==> config.mk <==
export PLATFORM = sky130hd
export DESIGN_NAME = soc_output_config
export DESIGN_NICKNAME = d
export VERILOG_FILES = /design/src/hdl/soc_pkg.sv /design/src/hdl/soc_output_config.sv
export SDC_FILE = /design/constraint.sdc
export NUM_CORES = 1
export LEC_CHECK = 0
export BUFFER_PORTS_ARGS = -buffer_cell sky130_fd_sc_hd__buf_2
export CORE_MARGIN = 5
export CORE_UTILIZATION = 45
export DETAILED_ROUTE_END_ITERATION = 16
export GPL_TIMING_DRIVEN = 0
export PLACE_DENSITY_LB_ADDON = 0.3
export SLEW_MARGIN = 10
export SYNTH_ARGS = -nofsm -noshare
export SYNTH_HDL_FRONTEND = slang
export SYNTH_SLANG_ARGS = --single-unit
export TNS_END_PERCENT = 5
==> constraint.sdc <==
create_clock -name i_sys_clk -period 2.9 [get_ports i_sys_clk]
set_clock_uncertainty 0.2 [all_clocks]
set_input_delay 0.725 -clock i_sys_clk [delete_from_list [all_inputs] [get_ports i_sys_clk]]
set_output_delay 0.725 -clock i_sys_clk [all_outputs]
set_load 0.02 [all_outputs]
==> src/hdl/soc_pkg.sv <==
package soc_pkg;

  // ****************************************
  // Register map
  // ****************************************
  localparam logic [7:0] ADDR_CFG_A = 8'h1F;
  localparam logic [7:0] ADDR_CFG_B = 8'h20;
  localparam logic [7:0] ADDR_CFG_C = 8'h21;
  localparam logic [7:0] ADDR_STAT_LO = 8'h30;
  localparam logic [7:0] ADDR_STAT_HI = 8'h31;
  localparam logic [7:0] CFG_RESET = 8'h00;

  // ****************************************
  // Field positions
  // ****************************************
  localparam int OUT1_LSB = 0;
  localparam int OUT2_LSB = 3;
  localparam int OUT3_LO_LSB = 6;
  localparam int OUT3_MSB_BIT = 0;
  localparam int OUT4_LSB = 1;
  localparam int OUT5_LSB = 4;
  localparam int OUT6_LSB_BIT = 7;
  localparam int OUT6_HI_LSB = 0;
  localparam int OUT7_LSB = 2;
  localparam int OUT8_LSB = 4;
  localparam int OUT9_LSB = 6;

  // ****************************************
  // Counts
  // ****************************************
  localparam int NUM_OUT = 9;
  localparam int SMALL_OUTS = 8;
  localparam int TRACK_OUTS = 4;
  localparam int CPUMP_OUTS = 6;

  typedef enum logic [2:0] {
    MODE_OD_LOW = 3'b000,
    MODE_OD_HIGH = 3'b001,
    MODE_PP_LOW = 3'b010,
    MODE_PP_HIGH = 3'b011,
    MODE_TRACK = 3'b100,
    MODE_CPUMP = 3'b101
  } soc_mode_type;

  typedef struct packed {
    logic [NUM_OUT-1:0] out;
    logic [NUM_OUT-1:0] oe;
    logic [NUM_OUT-1:0] track;
    logic [NUM_OUT-1:0] cpump;
  } soc_drive_type;

endpackage

==> src/hdl/soc_output_config.sv <==
// Implementation choice: strobed register access.
`timescale 1ns/1ps
`default_nettype none

module soc_output_config
  import soc_pkg::*;
#(
  parameter bit LARGE_VARIANT = 1'b1
) (
  input wire logic i_sys_clk,
  input wire logic i_resetn,
  input wire logic [7:0] i_addr,
  input wire logic [7:0] i_wdata,
  input wire logic i_wr,
  input wire logic i_rd,
  input wire logic [NUM_OUT-1:0] i_slot_assert,
  output logic [7:0] o_rdata,
  output logic [NUM_OUT-1:0] o_pin_out,
  output logic [NUM_OUT-1:0] o_pin_oe,
  output logic [TRACK_OUTS-1:0] o_track_en,
  output logic [CPUMP_OUTS-1:0] o_cpump_en,
  output logic o_cfg_bad
);

  // ****************************************
  // Configuration registers
  // ****************************************
  logic [7:0] cfg_a;
  logic [7:0] cfg_b;
  logic [7:0] cfg_c;
  soc_drive_type drv;
  soc_drive_type next_drv;
  logic bad;
  logic next_bad;
  logic [2:0] field [NUM_OUT];
  logic [7:0] next_rdata;

  always_ff @(posedge i_sys_clk or negedge i_resetn) begin
    if (!i_resetn) begin
      cfg_a <= CFG_RESET;
      cfg_b <= CFG_RESET;
      cfg_c <= CFG_RESET;
    end else if (i_wr) begin
      if (i_addr == ADDR_CFG_A) begin
        cfg_a <= i_wdata;
      end
      if (i_addr == ADDR_CFG_B) begin
        cfg_b <= i_wdata;
      end
      if (i_addr == ADDR_CFG_C) begin
        cfg_c <= i_wdata;
      end
    end
  end

  // ****************************************
  // Field assembly
  // ****************************************
  // Two fields straddle register boundaries
  always_comb begin
    field[0] = cfg_a[OUT1_LSB +: 3];
    field[1] = cfg_a[OUT2_LSB +: 3];
    field[2] = {cfg_b[OUT3_MSB_BIT], cfg_a[OUT3_LO_LSB +: 2]};
    field[3] = cfg_b[OUT4_LSB +: 3];
    field[4] = cfg_b[OUT5_LSB +: 3];
    field[5] = {cfg_c[OUT6_HI_LSB +: 2], cfg_b[OUT6_LSB_BIT]};
    field[6] = {1'b0, cfg_c[OUT7_LSB +: 2]};
    field[7] = {1'b0, cfg_c[OUT8_LSB +: 2]};
    field[8] = {1'b0, cfg_c[OUT9_LSB +: 2]};
  end

  // ****************************************
  // Mode decode
  // ****************************************
  // Reserved codes leave the pin released rather than guess a drive
  always_comb begin
    next_drv = '0;
    next_bad = 1'b0;
    for (int k = 0; k < NUM_OUT; k++) begin
      case (soc_mode_type'(field[k]))
        MODE_OD_LOW: begin
          next_drv.oe[k] = i_slot_assert[k];
        end
        MODE_OD_HIGH: begin
          next_drv.oe[k] = ~i_slot_assert[k];
        end
        MODE_PP_LOW: begin
          next_drv.oe[k] = 1'b1;
          next_drv.out[k] = ~i_slot_assert[k];
        end
        MODE_PP_HIGH: begin
          next_drv.oe[k] = 1'b1;
          next_drv.out[k] = i_slot_assert[k];
        end
        MODE_TRACK: begin
          if (k < TRACK_OUTS) begin
            next_drv.track[k] = i_slot_assert[k];
          end else begin
            next_bad = 1'b1;
          end
        end
        MODE_CPUMP: begin
          if (k < CPUMP_OUTS) begin
            next_drv.cpump[k] = i_slot_assert[k];
          end else begin
            next_bad = 1'b1;
          end
        end
        default: begin
          next_bad = 1'b1;
        end
      endcase
      if (!LARGE_VARIANT && k >= SMALL_OUTS) begin
        next_drv.oe[k] = 1'b0;
        next_drv.out[k] = 1'b0;
      end
    end
  end

  // Pins stay high impedance through reset, like power-up
  always_ff @(posedge i_sys_clk or negedge i_resetn) begin
    if (!i_resetn) begin
      drv <= '0;
      bad <= 1'b0;
    end else begin
      drv <= next_drv;
      bad <= next_bad;
    end
  end

  assign o_pin_out = drv.out;
  assign o_pin_oe = drv.oe;
  assign o_track_en = drv.track[TRACK_OUTS-1:0];
  assign o_cpump_en = drv.cpump[CPUMP_OUTS-1:0];
  assign o_cfg_bad = bad;

  // ****************************************
  // Read port
  // ****************************************
  always_comb begin
    next_rdata = 8'h00;
    if (i_rd) begin
      case (i_addr)
        ADDR_CFG_A: next_rdata = cfg_a;
        ADDR_CFG_B: next_rdata = cfg_b;
        ADDR_CFG_C: next_rdata = cfg_c;
        ADDR_STAT_LO: next_rdata = drv.oe[7:0];
        ADDR_STAT_HI: next_rdata = {6'h00, bad, drv.oe[8]};
        default: next_rdata = 8'h00;
      endcase
    end
  end

  always_ff @(posedge i_sys_clk or negedge i_resetn) begin
    if (!i_resetn) begin
      o_rdata <= 8'h00;
    end else begin
      o_rdata <= next_rdata;
    end
  end

  if (!LARGE_VARIANT) begin : g_small

  end
endmodule

`default_nettype wire

# --- After elaboration in Yosys (flattened, before gate mapping) ---
# Cells that the tools add are included.
classes:
  n_reduce_logical: 30
  mux: 39
  n_eq_ne: 42
  bitwise_logic: 9
op_table:
  columns: ["operator", "count"]
  rows:
  - ["$pmux 8 s5", 1]
  - ["$eq 3x2->1 const B", 12]
  - ["$eq 8x6->1 const B", 4]
  - ["$eq 3x3->1 const B", 10]
  - ["$logic_not 3->1", 9]
  - ["$pmux 1 s3", 9]
  - ["$reduce_or 6->1", 4]
  - ["$mux 1", 19]
  - ["$eq 3x1->1 const B", 6]
  - ["$pmux 1 s2", 9]
  - ["$reduce_or 2->1", 9]
  - ["$eq 2x2->1 const B", 6]
  - ["$reduce_or 4->1", 3]
  - ["$reduce_or 5->1", 2]
  - ["$not 1->1", 9]
  - ["$eq 8x5->1 const B", 1]
  - ["$mux 8", 1]
  - ["$eq 2x1->1 const B", 3]
  - ["$reduce_and 2->1", 3]
totals:
  out_inout_bits: 37
  reg_bits: 61
  word_cells: 129
  in_bits: 29

# --- Longest topological paths before layout ---
# Gate-level depths: netlist of run 1.
logic_depth:
  word_depth: 11
  mapped_depth: 5
  depth_no_buf: 4

# --- Worst setup path after synthesis of run 1 ---
# No wires, ideal clock.
synth_path:
  path_kind: "input to register"
  startpoint: "in i_addr[1]"
  endpoint: "reg cfg_c[0]"
  t_arrival_ps: 1688
  path_buffers: 0
  path_stages: 4
  slack_ps: 887
  t_required_ps: 2575
  setup_time_ps: 125
  cell_sequence: "nor4b_4 -> and2_4 -> nand4b_4 -> mux2_2"
synth_via:
  elab_chain_len: 2
synth_lines:
  columns: ["item", "line_no", "source"]
  rows:
  - ["start: declaration", "soc_output_config.sv:12", "input wire logic [7:0] i_addr,"]
  - ["$eq 8x6->1", "soc_output_config.sv:50", "if (i_addr == ADDR_CFG_C) begin"]
  - ["$reduce_and 2->1 (no source line)", null, null]
  - ["end signal: assignment", "soc_output_config.sv:51", "cfg_c <= i_wdata;"]
  - ["end: declaration", "soc_output_config.sv:30", "logic [7:0] cfg_c;"]
# No other way between the ends.
# A chain may end at the register's enable or synchronous reset.

# --- Final worst setup path of run 1 ---
layout_path:
  startpoint: "in i_addr[1]"
  endpoint: "reg cfg_b[1]"
layout_via:
  elab_chain_len: 2
layout_lines:
  columns: ["item", "line_no", "source"]
  rows:
  - ["$eq 8x6->1", "soc_output_config.sv:47", "if (i_addr == ADDR_CFG_B) begin"]
  - ["$reduce_and 2->1 (no source line)", null, null]
  - ["end signal: assignment", "soc_output_config.sv:48", "cfg_b <= i_wdata;"]
  - ["end: declaration", "soc_output_config.sv:29", "logic [7:0] cfg_b;"]
# No other way between the ends.

==> summary by stage, run 1 <==
Clocking
The root buffer cell is sky130_fd_sc_hd__clkbuf_8. The count of H-tree levels built during CTS is 3. The clock tree from TritonCTS is yes. After clock tree synthesis, the clock-pin slew on the worst setup and hold paths is 0.06 ns. In this run the deepest clock path goes through 2 buffers.

The number of buffers added by the clock tree synthesis step is 9. Buffers added to address setup during post-CTS repair amount to 0. Counting every sink on the clock net gives 61.

Once the clock tree was built, the resizer swapped 0 gates to a different size. Buffers inserted to repair hold after CTS numbered 0. Clock latency on the worst-skew pair, taken at its later pin, is 0.33 ns.

Placement
Once detailed placement completed, the half-perimeter wirelength came to 3.94 mm. At the placement stage, the worst setup path has a slack of 0.619 ns. Once placement completed, the tool counted placed cells totaling 333. Buffers placed on the I/O ports in this run total 65.

Summing all placed instances gives a cell area of 2990 µm². The final RePlAce weighted congestion is 0.787.

Floorplanning
The starting utilization of the core area is 46.4%. The number of I/O pins is 66. The die covers 7330 µm². The total core area is 5540 µm². The chip width is 85.6 µm. The placement row count is 27.

From bottom edge to top edge, the die measures 85.6 µm.

Finish
The fraction of final layout cells sized beyond drive strength 1 is 41.7%. The repair_antennas step left the layout with diodes totalling 0. In the final design database the tool counted 301 nets. The synthesis-to-layout area growth is 22.4%. Excluding fillers, the count of instances in the completed layout stands at 348. The final core utilization is 56.8%. After routing the design area is 3150 µm².

Timing
The minimum period implied by the final worst setup slack is 1.97 ns. The worst hold slack after final layout is 0.248 ns. Setup repair after global routing left no endpoint under its margin.

For the final routed database, the setup TNS stands at 0 ns. The hold violation total from the final report is 0. The worst slew margin relative to its limit is 49.2%.

Derived from the worst setup path, the maximum achievable clock frequency is 0.508 GHz. The number of setup violations in the final report is 0. Setup slack on the critical path of the routed design comes to 0.932 ns.

For the pin with the worst max-slew slack, the measured transition is 0.763 ns. In the finished design, the share of the clock period the worst path needs comes to 67.8%. The final max-slew violation count is 0.

Power
The completed layout was analyzed and its total power is 1.73 mW. In this run the static leakage power is 1.66 nW. The power density normalized to cell area is 550 nW/µm². The largest voltage drop on the vdd net is 0.000270 V.

Detailed routing
The initial detailed-routing violation count is 59. The final layout contains routed wiring with a total length of 5.61 mm. For this run, the detailed router's first-pass iteration total came to 4. The routed via count is 1787.

The final routed wire length divided by cell count is 16.1 µm. The count of nets left with antenna violations once routing finished came out at 0. In the routed design, unresolved DRC markers number 0. In the routed layout, each cell is associated on average with a via count of 5.14.

Worst setup path
Together, buffers and inverters on the worst path number 1. The gate family responsible for the most delay along the worst path is simple AND/OR/NAND/NOR gates. The delay of the slowest cell on the worst path is 0.40 ns. The category of the critical setup timing path is input port to flip-flop. The slowest stage of the critical path belongs to the cell sky130_fd_sc_hd__nand4_2. STA classifies the critical path endpoint as a flip-flop. The worst reg-to-reg setup slack is 1.53 ns. Along the worst path, the maximum fanout reaches 8. The worst setup path is launched from an input port. The data arrival time of the worst path is 1.98 ns. The signal on the critical path passes through buf_2, nor4b_4, nand4_2, mux2_2. The critical path starts at i_addr[1]. The data required time of the worst path is 2.92 ns. The startpoint identified for the worst register-to-register timing path is cfg_b[2].

Outcome
The run finished with clean final reports.

Yosys
The net count after synthesis is 225. The mean cell area of the mapped netlist is 13.1 µm². The post-synthesis instance total is 196. The share of flip-flops with an asynchronous set or reset after synthesis is 100%. Synthesis inferred 61 register bits. The cell area that synthesis handed to floorplanning was 2570 µm². The number of different library cells in the post-synthesis netlist is 35. The number of warnings reported in the yosys synthesis log is 0.

Yosys attributes the largest share of cell area to sky130_fd_sc_hd__dfrtp_1, sky130_fd_sc_hd__mux2_2, sky130_fd_sc_hd__nor2_1. The most frequently used flop master after synthesis is sky130_fd_sc_hd__dfrtp_1. Yosys mapped a number of flops with a built-in enable equal to 0. Of the synthesized area, sequential elements account for 59.3%. Summed over all instances, the cell type with the most area after synthesis is sky130_fd_sc_hd__dfrtp_1. The synthesized design devotes to its leading area cell type 59.3% of total area.

Global route
Global routing finished with a remaining overflow of 0. The total routing usage reported by global routing is 17.0%. Entering global routing, the biggest net connects 62 pins.

The via count of the first global-routing pass is 1870. The first global-routing pass estimated 9.50 mm of wire. The number of antenna violations at the first check in global routing is 0.

Hold path
The class of the tightest hold or removal check is input port to async pin.

Run
The max capacitance violation total is 0.
synth_stat cells, drive strengths merged (4+ instances only):
cell type,instances
a21oi,4
a22oi,4
and2,7
and4b,4
buf,4
dfrtp,61
mux2,29
mux2i,5
nand2,8
nand3,4
nor2,19
nor3b,7
nor4bb,4
o21ai,5
xor2,6
layout by cell type, fill, tap and decap left out, types with 3 or more instances in the layout:
cell / instances
sky130_fd_sc_hd__dfrtp_1: 61
sky130_fd_sc_hd__and2_1: 5
sky130_fd_sc_hd__a21oi_1: 4
sky130_fd_sc_hd__xnor2_1: 3
sky130_fd_sc_hd__nand3_1: 4
sky130_fd_sc_hd__nor2_1: 19
sky130_fd_sc_hd__nor3b_1: 7
sky130_fd_sc_hd__inv_1: 3
sky130_fd_sc_hd__nand2b_1: 3
sky130_fd_sc_hd__clkbuf_1: 3
sky130_fd_sc_hd__xor2_1: 6
sky130_fd_sc_hd__and4b_1: 4
sky130_fd_sc_hd__clkbuf_8: 10
sky130_fd_sc_hd__nor4bb_1: 4
sky130_fd_sc_hd__mux2i_1: 5
sky130_fd_sc_hd__a22oi_1: 4
sky130_fd_sc_hd__o21ai_0: 5
sky130_fd_sc_hd__nand2_1: 7
sky130_fd_sc_hd__mux2_2: 29
sky130_fd_sc_hd__buf_2: 66
path summary, 6_finish.rpt:
kind                                end  depth (start not counted)
setup / recovery               cfg_b[1]                          4
hold / removal             o_pin_out[8]                          1
setup reg to reg             o_rdata[2]                          3
hold reg to reg             o_pin_oe[6]                          1
max in group asynchronous  o_pin_out[1]                          1
min in group i_sys_clk      o_pin_oe[6]                          1
where the power goes:
group | internal (mW) | switching [mW] | total, mW | leakage, nW
Clock | 0.327 | 0.305 | 0.632 | 0.0833
Combinational | 0.0740 | 0.101 | 0.175 | 0.747
Sequential | 0.889 | 0.0352 | 0.924 | 0.825
Total | 1.29 | 0.441 | 1.73 | 1.66
worst reg2reg max path, delay by kind of cell, from the launching register on:
family,cells,cell delay (ns)
flops,1,0.46
mux,1,0.29
compound gates,2,0.27
per-layer routing:
layer	GRT usage (%)	up-vias	wire, µm
met1	23.1	874	2560
met2	24.7	49	2570
met5	0	-	0
met4	8.20	0	91
met3	5.38	9	390
li1	-	855	-
cell type report:
| type | count | area, µm² |
|---|---|---|
| Buffer | 4 | 21.3 |
| Clock inverter | 2 | 10.0 |
| Fill cell | 488 | 2390 |
| Multi-Input combinational cell | 128 | 1010 |
| Tap cell | 72 | 90.1 |
| Inverter | 3 | 11.3 |
| Clock buffer | 13 | 149 |
| Sequential cell | 61 | 1530 |
| Timing Repair Buffer | 65 | 328 |
cell families after synthesis:
logic type	count (synthesis)	share of synthesized area, %
muxes	34	14.6
AOI/OAI and AO/OA	19	4.72
xor gates and xnor gates	9	3.06
and+or+nand+nor	66	17.0
buffers and inverters	7	1.26
DFF	61	59.3
sequential cells by signal, indices dropped and copies added, names as in the netlist:
signal      cells
cfg_c           8
o_rdata         8
cfg_a           8
o_track_en      4
o_pin_oe        9
o_cpump_en      6
cfg_b           8
o_cfg_bad       1
o_pin_out       9
Note: power is estimated with default switching activity, not from simulation.
==> inputs of run 2 (changes only) <==
==> constraint.sdc (replaced) <==
create_clock -name i_sys_clk -period 1.62 [get_ports i_sys_clk]
set_clock_uncertainty 0.2 [all_clocks]
set_input_delay 0.405 -clock i_sys_clk [delete_from_list [all_inputs] [get_ports i_sys_clk]]
set_output_delay 0.405 -clock i_sys_clk [all_outputs]
set_load 0.02 [all_outputs]
==> summary by stage, run 2 (same netlist as run 1, synthesis figures left out) <==
Power
The power density normalized to cell area came to 1040 nW/µm² (+90%). The largest voltage drop on the vdd net is 0.000660 V (+140%). The leakage component of the power is 1.68 nW (+1.7%).

Floorplanning
The die span in y is 85.6 µm (unchanged). The total core area is 5540 µm² (unchanged). The number of I/O pins is 66 (unchanged).

The overall die area is 7330 µm² (unchanged). The chip width is 85.6 µm (unchanged). The starting utilization of the core area is 46.4% (unchanged).

The placement row count came to 27 (unchanged).

Global route
The routing usage on met2 was 24.4% (-0.28 points). The fraction of met3 tracks used by global routing is 5.76% (+0.38 points). The most heavily used metal layer in global routing is met1. The global-route wire length before repair is 9.64 mm (+1.5%). The total routing usage reported by global routing was 17.3% (+0.29 points). The met1 routing resource usage after global routing was 24.7% (+1.6 points). The number of antenna violations at the first check in global routing is 0 (unchanged). The global-route congestion overflow total was 0 (unchanged). The via count of the first global-routing pass came to 1884 (+0.75%). The pin count of the biggest net entering global routing came to 62 (unchanged).

Placement
The final RePlAce weighted congestion is 0.792 (+0.61%). The count of input and output buffers is 65 (unchanged). The estimated wirelength of the detail-placed design is 4.00 mm (+1.6%). The pre-CTS setup slack is -0.340 ns (-0.959 ns).

The total instance count after detailed placement is 333 (unchanged).

Worst setup path
The worst setup path is launched from an input port. The maximum fanout encountered on the critical timing path was 8 (unchanged). The length in cells of the worst reg-to-reg path was 3 (unchanged). The category of the critical setup timing path is input port to flip-flop. The worst setup path is captured at a flip-flop. The cell with the largest stage delay on the worst path is sky130_fd_sc_hd__mux2_4. The data required time of the worst path is 1.63 ns (-1.29 ns). The delay of the slowest cell on the worst path came to 0.36 ns (-0.04 ns). The worst reg-to-reg setup slack is 0.23 ns (-1.30 ns). In this run the critical register-to-register path is captured at o_rdata[2]. Traced cell by cell, the critical path runs through buf_8, nor4b_4, and2_4, nand4b_4, mux2_4. The data arrival time of the worst path was 1.64 ns (-0.34 ns).

The worst register-to-register path begins at cfg_b[2].

Timing
Setup repair after global routing could not meet its margin everywhere. The slew at the pin with the worst max-slew slack was 0.763 ns (-0.0000217 ns). The final max-slew violation count is 0 (unchanged). Derived from the worst setup path, the maximum achievable clock frequency is 0.615 GHz. The final worst-path setup slack came to -0.00495 ns (-0.937 ns).

The hold violation total from the final report is 0 (unchanged). The worst hold slack after final layout is 0.122 ns (-0.126 ns). The worst slew margin relative to its limit is 48.9% (-0.22 points). The accumulated negative setup slack is -0.00495 ns (-0.00495 ns). Dividing the final minimum period by the clock period gives 100%. The number of setup violations in the final report is 1 (+1). The routed design could run at a clock period as short as 1.62 ns.

Detailed routing
The initial detailed-routing violation count came to 99 (+68%). The first-pass iteration count of the detailed router is 4 (unchanged). The remaining antenna violation count is 0 (unchanged). The routed via count is 1808 (+1.2%). The aggregate routed wire length was 5.72 mm (+2.0%).

The residual DRC count is 0 (unchanged). The final routed wire length divided by cell count is 16.3 µm (+1.4%). The via density per instance is 5.17 (+0.60%).

Clocking
The count of H-tree levels built during CTS is 3 (unchanged). The number of buffers added by the clock tree synthesis step is 9 (unchanged). The worst-skew pair later-pin latency is 0.33 ns (about the same). TritonCTS built the clock tree. The clock transition at the register clock pins on the worst setup and hold paths after CTS is 0.07 ns (about the same). The CTS sink count came to 61 (unchanged). The root buffer cell is sky130_fd_sc_hd__clkbuf_8.

The deepest clock path buffer count is 2 (unchanged).

Hold path
The tightest min-delay check is of the input port to flip-flop type. The startpoint identified for the worst hold timing path is i_slot_assert[4]. The worst hold path terminates at o_cpump_en[4].

The worst hold path was traced through 3 stages.

Finish
The area growth from synthesis to layout is 25.9%. The commonest non-fill, non-tap cell in the layout is sky130_fd_sc_hd__buf_2. The final core utilization is 58.4% (+1.6 points). The number of cells in the finished layout apart from fillers came to 350 (+0.57%). The count of inserted antenna diode cells is 0 (unchanged). The fraction of final layout cells sized beyond drive strength 1 is 43.2% (+1.5 points).

The net count of the finished layout came to 302 (+0.33%). The library cells used most frequently in the layout, excluding fill and tap cells, are sky130_fd_sc_hd__buf_2, sky130_fd_sc_hd__dfrtp_1, sky130_fd_sc_hd__mux2_2. The number of fill cells came to 492 (+0.82%).

Outcome
The final reports fail on setup timing. The flow ran to the end, but the final reports show violations.

Run
The max capacitance violation total is 0 (unchanged).
[run 2: worst max-delay path: cells and delay by family]
family | cells | cell delay (ns)
buffers and inverters | 1 | 0.10
multiplexers | 1 | 0.36
AND/OR/NAND/NOR | 3 | 0.77
[run 2: power by group]
group	internal [mW]	switching, mW
sequential	1.59	0.0638
combinational	0.140	0.184
clock	0.835	0.569
total	2.56	0.817
[run 2: worst max path at each step]
stage / start / end / slack [ns] / depth (start not counted)
3_5_place_dp: i_addr[1] / cfg_c[7] / -0.34 / 5
6_report: i_addr[2] / cfg_c[4] / -0.005 / 5
4_1_cts: i_addr[1] / cfg_c[7] / 0.01 / 5
3_3_place_gp: i_addr[1] / cfg_c[0] / -0.33 / 5
2_1_floorplan: i_addr[1] / cfg_c[0] / -0.06 / 4
5_1_grt: i_addr[2] / cfg_c[4] / -0.04 / 5
[run 2: per-layer routing]
layer,wire length (µm),up-vias,part of all wire (%)
met5,0,-,0
met4,84,0,1.5
met3,378,8,6.6
met2,2560,56,45
met1,2690,886,47
li1,-,858,-
[run 2: final cells by class]
class / count / area, µm² / share of cell area [%]
buffer: 4 / 25.0 / 0.773
clock buffer: 13 / 169 / 5.22
clock inverter: 3 / 42.5 / 1.31
inverter: 3 / 11.3 / 0.348
multi-input combinational: 128 / 1020 / 31.5
sequential: 61 / 1530 / 47.1
tap: 72 / 90.1 / 2.78
timing repair buffer: 66 / 354 / 10.9
[run 2: per-stage QoR]
| step | power [mW] | instance area, µm² |
|---|---|---|
| CTS | 3.41 | 3210 |
| floorplan | 1.84 | 2570 |
| detailed placement | 2.00 | 2990 |
| finish | 3.38 | 3240 |
| global placement | 1.99 | 2990 |
| global route | 3.53 | 3240 |
[run 2: what timing repair did]
action / in CTS / in global routing
hold buffers: 1 / 0
resized for setup: 0 / 9
hold endpoints to repair: 61 / 0
setup buffers: 0 / 0
endpoints found under the setup margin: 0 / 29
==> inputs of run 3 (changes only) <==
==> constraint.sdc (replaced) <==
create_clock -name i_sys_clk -period 1.7 [get_ports i_sys_clk]
set_clock_uncertainty 0.2 [all_clocks]
set_input_delay 0.425 -clock i_sys_clk [delete_from_list [all_inputs] [get_ports i_sys_clk]]
set_output_delay 0.425 -clock i_sys_clk [all_outputs]
set_load 0.02 [all_outputs]
==> summary by stage, run 3 (same netlist as run 1, synthesis figures left out) <==
Worst setup path
The maximum fanout encountered on the critical timing path was 8 (unchanged). The critical path buffer and inverter count came to 1 (unchanged). In this run the worst setup path begins at i_addr[1].

The data required time of the worst path is 1.71 ns (+0.08 ns). The critical path goes through buf_2, nor4b_4, and2_4, nand4b_4, mux2_2. The worst setup path is captured at a flip-flop. STA classifies the critical path startpoint as an input port. The delay of the slowest cell on the worst path was 0.34 ns (-0.02 ns). The length in cells of the worst reg-to-reg path is 3 (unchanged). The worst reg-to-reg setup slack came to 0.33 ns (+0.10 ns). The worst setup path is of the input port to flip-flop kind.

The gate family responsible for the most delay along the worst path is simple AND/OR/NAND/NOR gates. The cell with the largest stage delay on the worst path is sky130_fd_sc_hd__mux2_2. The reg-to-reg endpoint is o_rdata[2]. The data arrival time of the worst path is 1.66 ns (+0.02 ns). In this run the critical register-to-register path is launched from cfg_b[2].

Floorplanning
The chip width is 85.6 µm (unchanged). The total core area is 5540 µm² (unchanged). The starting utilization of the core area was 46.4% (unchanged).

The number of I/O pins came to 66 (unchanged). The placement row count is 27 (unchanged). The die span in y is 85.6 µm (unchanged).

The overall die area is 7330 µm² (unchanged).

Finish
The net count of the finished layout is 302 (unchanged). The count of inserted antenna diode cells is 0 (unchanged). The fraction of final layout cells sized beyond drive strength 1 is 41.8% (-1.3 points). The number of fill cells is 506 (+2.8%). From synthesis to final layout, the design area changed by 22.6%. Leaving out fill and tap cells, the most frequent cell in the layout is sky130_fd_sc_hd__buf_2. The number of cells in the finished layout apart from fillers is 347 (-0.86%).

In the layout the commonest cells are sky130_fd_sc_hd__buf_2, sky130_fd_sc_hd__dfrtp_1, sky130_fd_sc_hd__mux2_2.

Detailed routing
The residual DRC count came to 0 (unchanged). The remaining antenna violation count is 0 (unchanged). The first-pass iteration count of the detailed router was 4 (unchanged). The final routed wire length divided by cell count was 16.5 µm (+1.2%). The aggregate routed wire length is 5.74 mm (+0.30%). The via density per instance is 5.12 (-0.92%). The initial detailed-routing violation count is 127 (+28%). The routed via count is 1776 (-1.8%).

Placement
The pre-CTS setup slack is -0.273 ns (+0.0674 ns). The final RePlAce weighted congestion is 0.792 (about the same). The count of input and output buffers was 65 (unchanged). The total instance count after detailed placement is 333 (unchanged). The estimated wirelength of the detail-placed design was 3.98 mm (-0.45%).

Outcome
The flow ran to the end, and the final reports show no timing, DRC or antenna violations.

Hold path
The worst hold path cell count came to 3 (unchanged). The origin of the worst min-delay path is i_slot_assert[7]. The class of the tightest hold or removal check is input port to flip-flop. The terminating pin of the worst hold path is o_pin_oe[7].

Timing
The slew at the pin with the worst max-slew slack is 0.805 ns (+0.0425 ns). The highest clock frequency the design can meet is 0.608 GHz. Setup repair after global routing left no endpoint under its margin. The share of the clock period used by the worst path after layout is 96.7%. The final max-slew violation count is 0 (unchanged). The clock period could shrink to 1.64 ns. The worst slew margin relative to its limit is 46.1% (-2.8 points).

The final worst-path setup slack was 0.0556 ns (+0.0606 ns). The hold violation total from the final report is 0 (unchanged). The number of setup violations in the final report is 0 (-1).

Power
The switching share of power came to 25.7% (+1.6 points). The part of the total power dissipated in sequential elements is 53.6% (+4.7 points). The share of total power in combinational logic was 10.3% (+0.7 points). The design internal power was 2.19 mW (-15%).

The switching power is 756 µW (-7.4%). The part of the total power dissipated in the clock network is 36.1% (-5.4 points). The leakage component of the power was 1.64 nW (-2.4%). The power density normalized to cell area is 933 nW/µm² (-11%). The largest voltage drop on the vdd net is 0.000565 V (-14%).

Clocking
TritonCTS built the clock tree. The root buffer cell is sky130_fd_sc_hd__clkbuf_8. The worst-skew pair later-pin latency is 0.33 ns (about the same). The CTS sink count is 61 (unchanged). The number of setup buffers added after CTS is 0 (unchanged). The clock transition at the register clock pins on the worst setup and hold paths after CTS is 0.06 ns (about the same). The post-cts resize count was 0 (unchanged). The count of H-tree levels built during CTS was 3 (unchanged). The number of buffers added by the clock tree synthesis step was 9 (unchanged). The deepest clock path buffer count is 2 (unchanged).

Global route
The met1 routing resource usage after global routing was 24.4% (-0.28 points). The most heavily used metal layer in global routing is met2. The pin count of the biggest net entering global routing was 62 (unchanged).

The total routing usage reported by global routing was 17.4% (+0.060 points). The global-route congestion overflow total is 0 (unchanged). The via count of the first global-routing pass is 1896 (+0.64%). The global-route wire length before repair is 9.68 mm (+0.43%).

The routing usage on met2 is 25.4% (+0.99 points). The fraction of met3 tracks used by global routing came to 5.76% (unchanged). The number of antenna violations at the first check in global routing is 0 (unchanged).

Run
The max capacitance violation total is 0 (unchanged).
-- run 3: power groups by stage --
stage          logic [mW]  registers (mW)  clock network, mW
2_1_floorplan       0.119            1.63                  0
3_3_place_gp        0.299            1.60                  0
3_5_place_dp        0.305            1.60                  0
4_1_cts             0.308            1.58               1.09
5_1_grt             0.338            1.59               1.15
6_report            0.303            1.58               1.06
-- run 3: layout make-up --
| type | instances | area (µm²) | area share, % |
|---|---|---|---|
| buffer | 4 | 21.3 | 0.674 |
| multi-input combinational | 128 | 1010 | 32.1 |
| inverter | 3 | 11.3 | 0.357 |
| sequential | 61 | 1530 | 48.4 |
| tap | 72 | 90.1 | 2.86 |
| timing repair buffer | 66 | 338 | 10.7 |
| clock buffer | 11 | 141 | 4.48 |
| clock inverter | 2 | 12.5 | 0.397 |
-- run 3: metrics by stage --
stage / power [mW] / setup TNS, ns / hold slack [ns] / area, µm² / utilization, %
finish: 2.94 / 0 / 0.134 / 3150 / 56.9
global route: 3.07 / 0 / 0.122 / 3150 / 56.9
floorplan: 1.75 / 0 / -0.0706 / 2570 / -
CTS: 2.97 / 0 / 0.122 / 3150 / 56.9
global placement: 1.90 / -15.67 / 0.287 / 2990 / 53.9
detailed placement: 1.91 / -7.42 / 0.297 / 2990 / 54.0
-- run 3: how the worst max path moves through the flow --
| stage | endpoint | slack [ns] | cells after the start |
|---|---|---|---|
| detailed placement | cfg_c[6] | -0.27 | 5 |
| finish | cfg_c[5] | 0.06 | 5 |
| global route | cfg_c[5] | 0.005 | 4 |
| floorplan | cfg_c[0] | 0.001 | 4 |
| global placement | cfg_c[0] | -0.27 | 5 |
| CTS | cfg_c[5] | 0.08 | 5 |
-- run 3: layer usage --
layer | up-vias | routed length, µm
li1 | 851 | -
met1 | 854 | 2690
met2 | 63 | 2540
met3 | 8 | 425
met4 | 0 | 79
met5 | - | 0
-- run 3: timing repair --
action | CTS | global route
hold buffers | 1 | 0
hold endpoints to repair | 57 | 0
endpoints found under the setup margin | 0 | 0
-- run 3: worst min-delay path: cells and delay by family --
family	cells	cell delay (ns)
XOR/XNOR	1	0.06
buffers and inverters	1	0.08
AND/OR/NAND/NOR	1	0.06
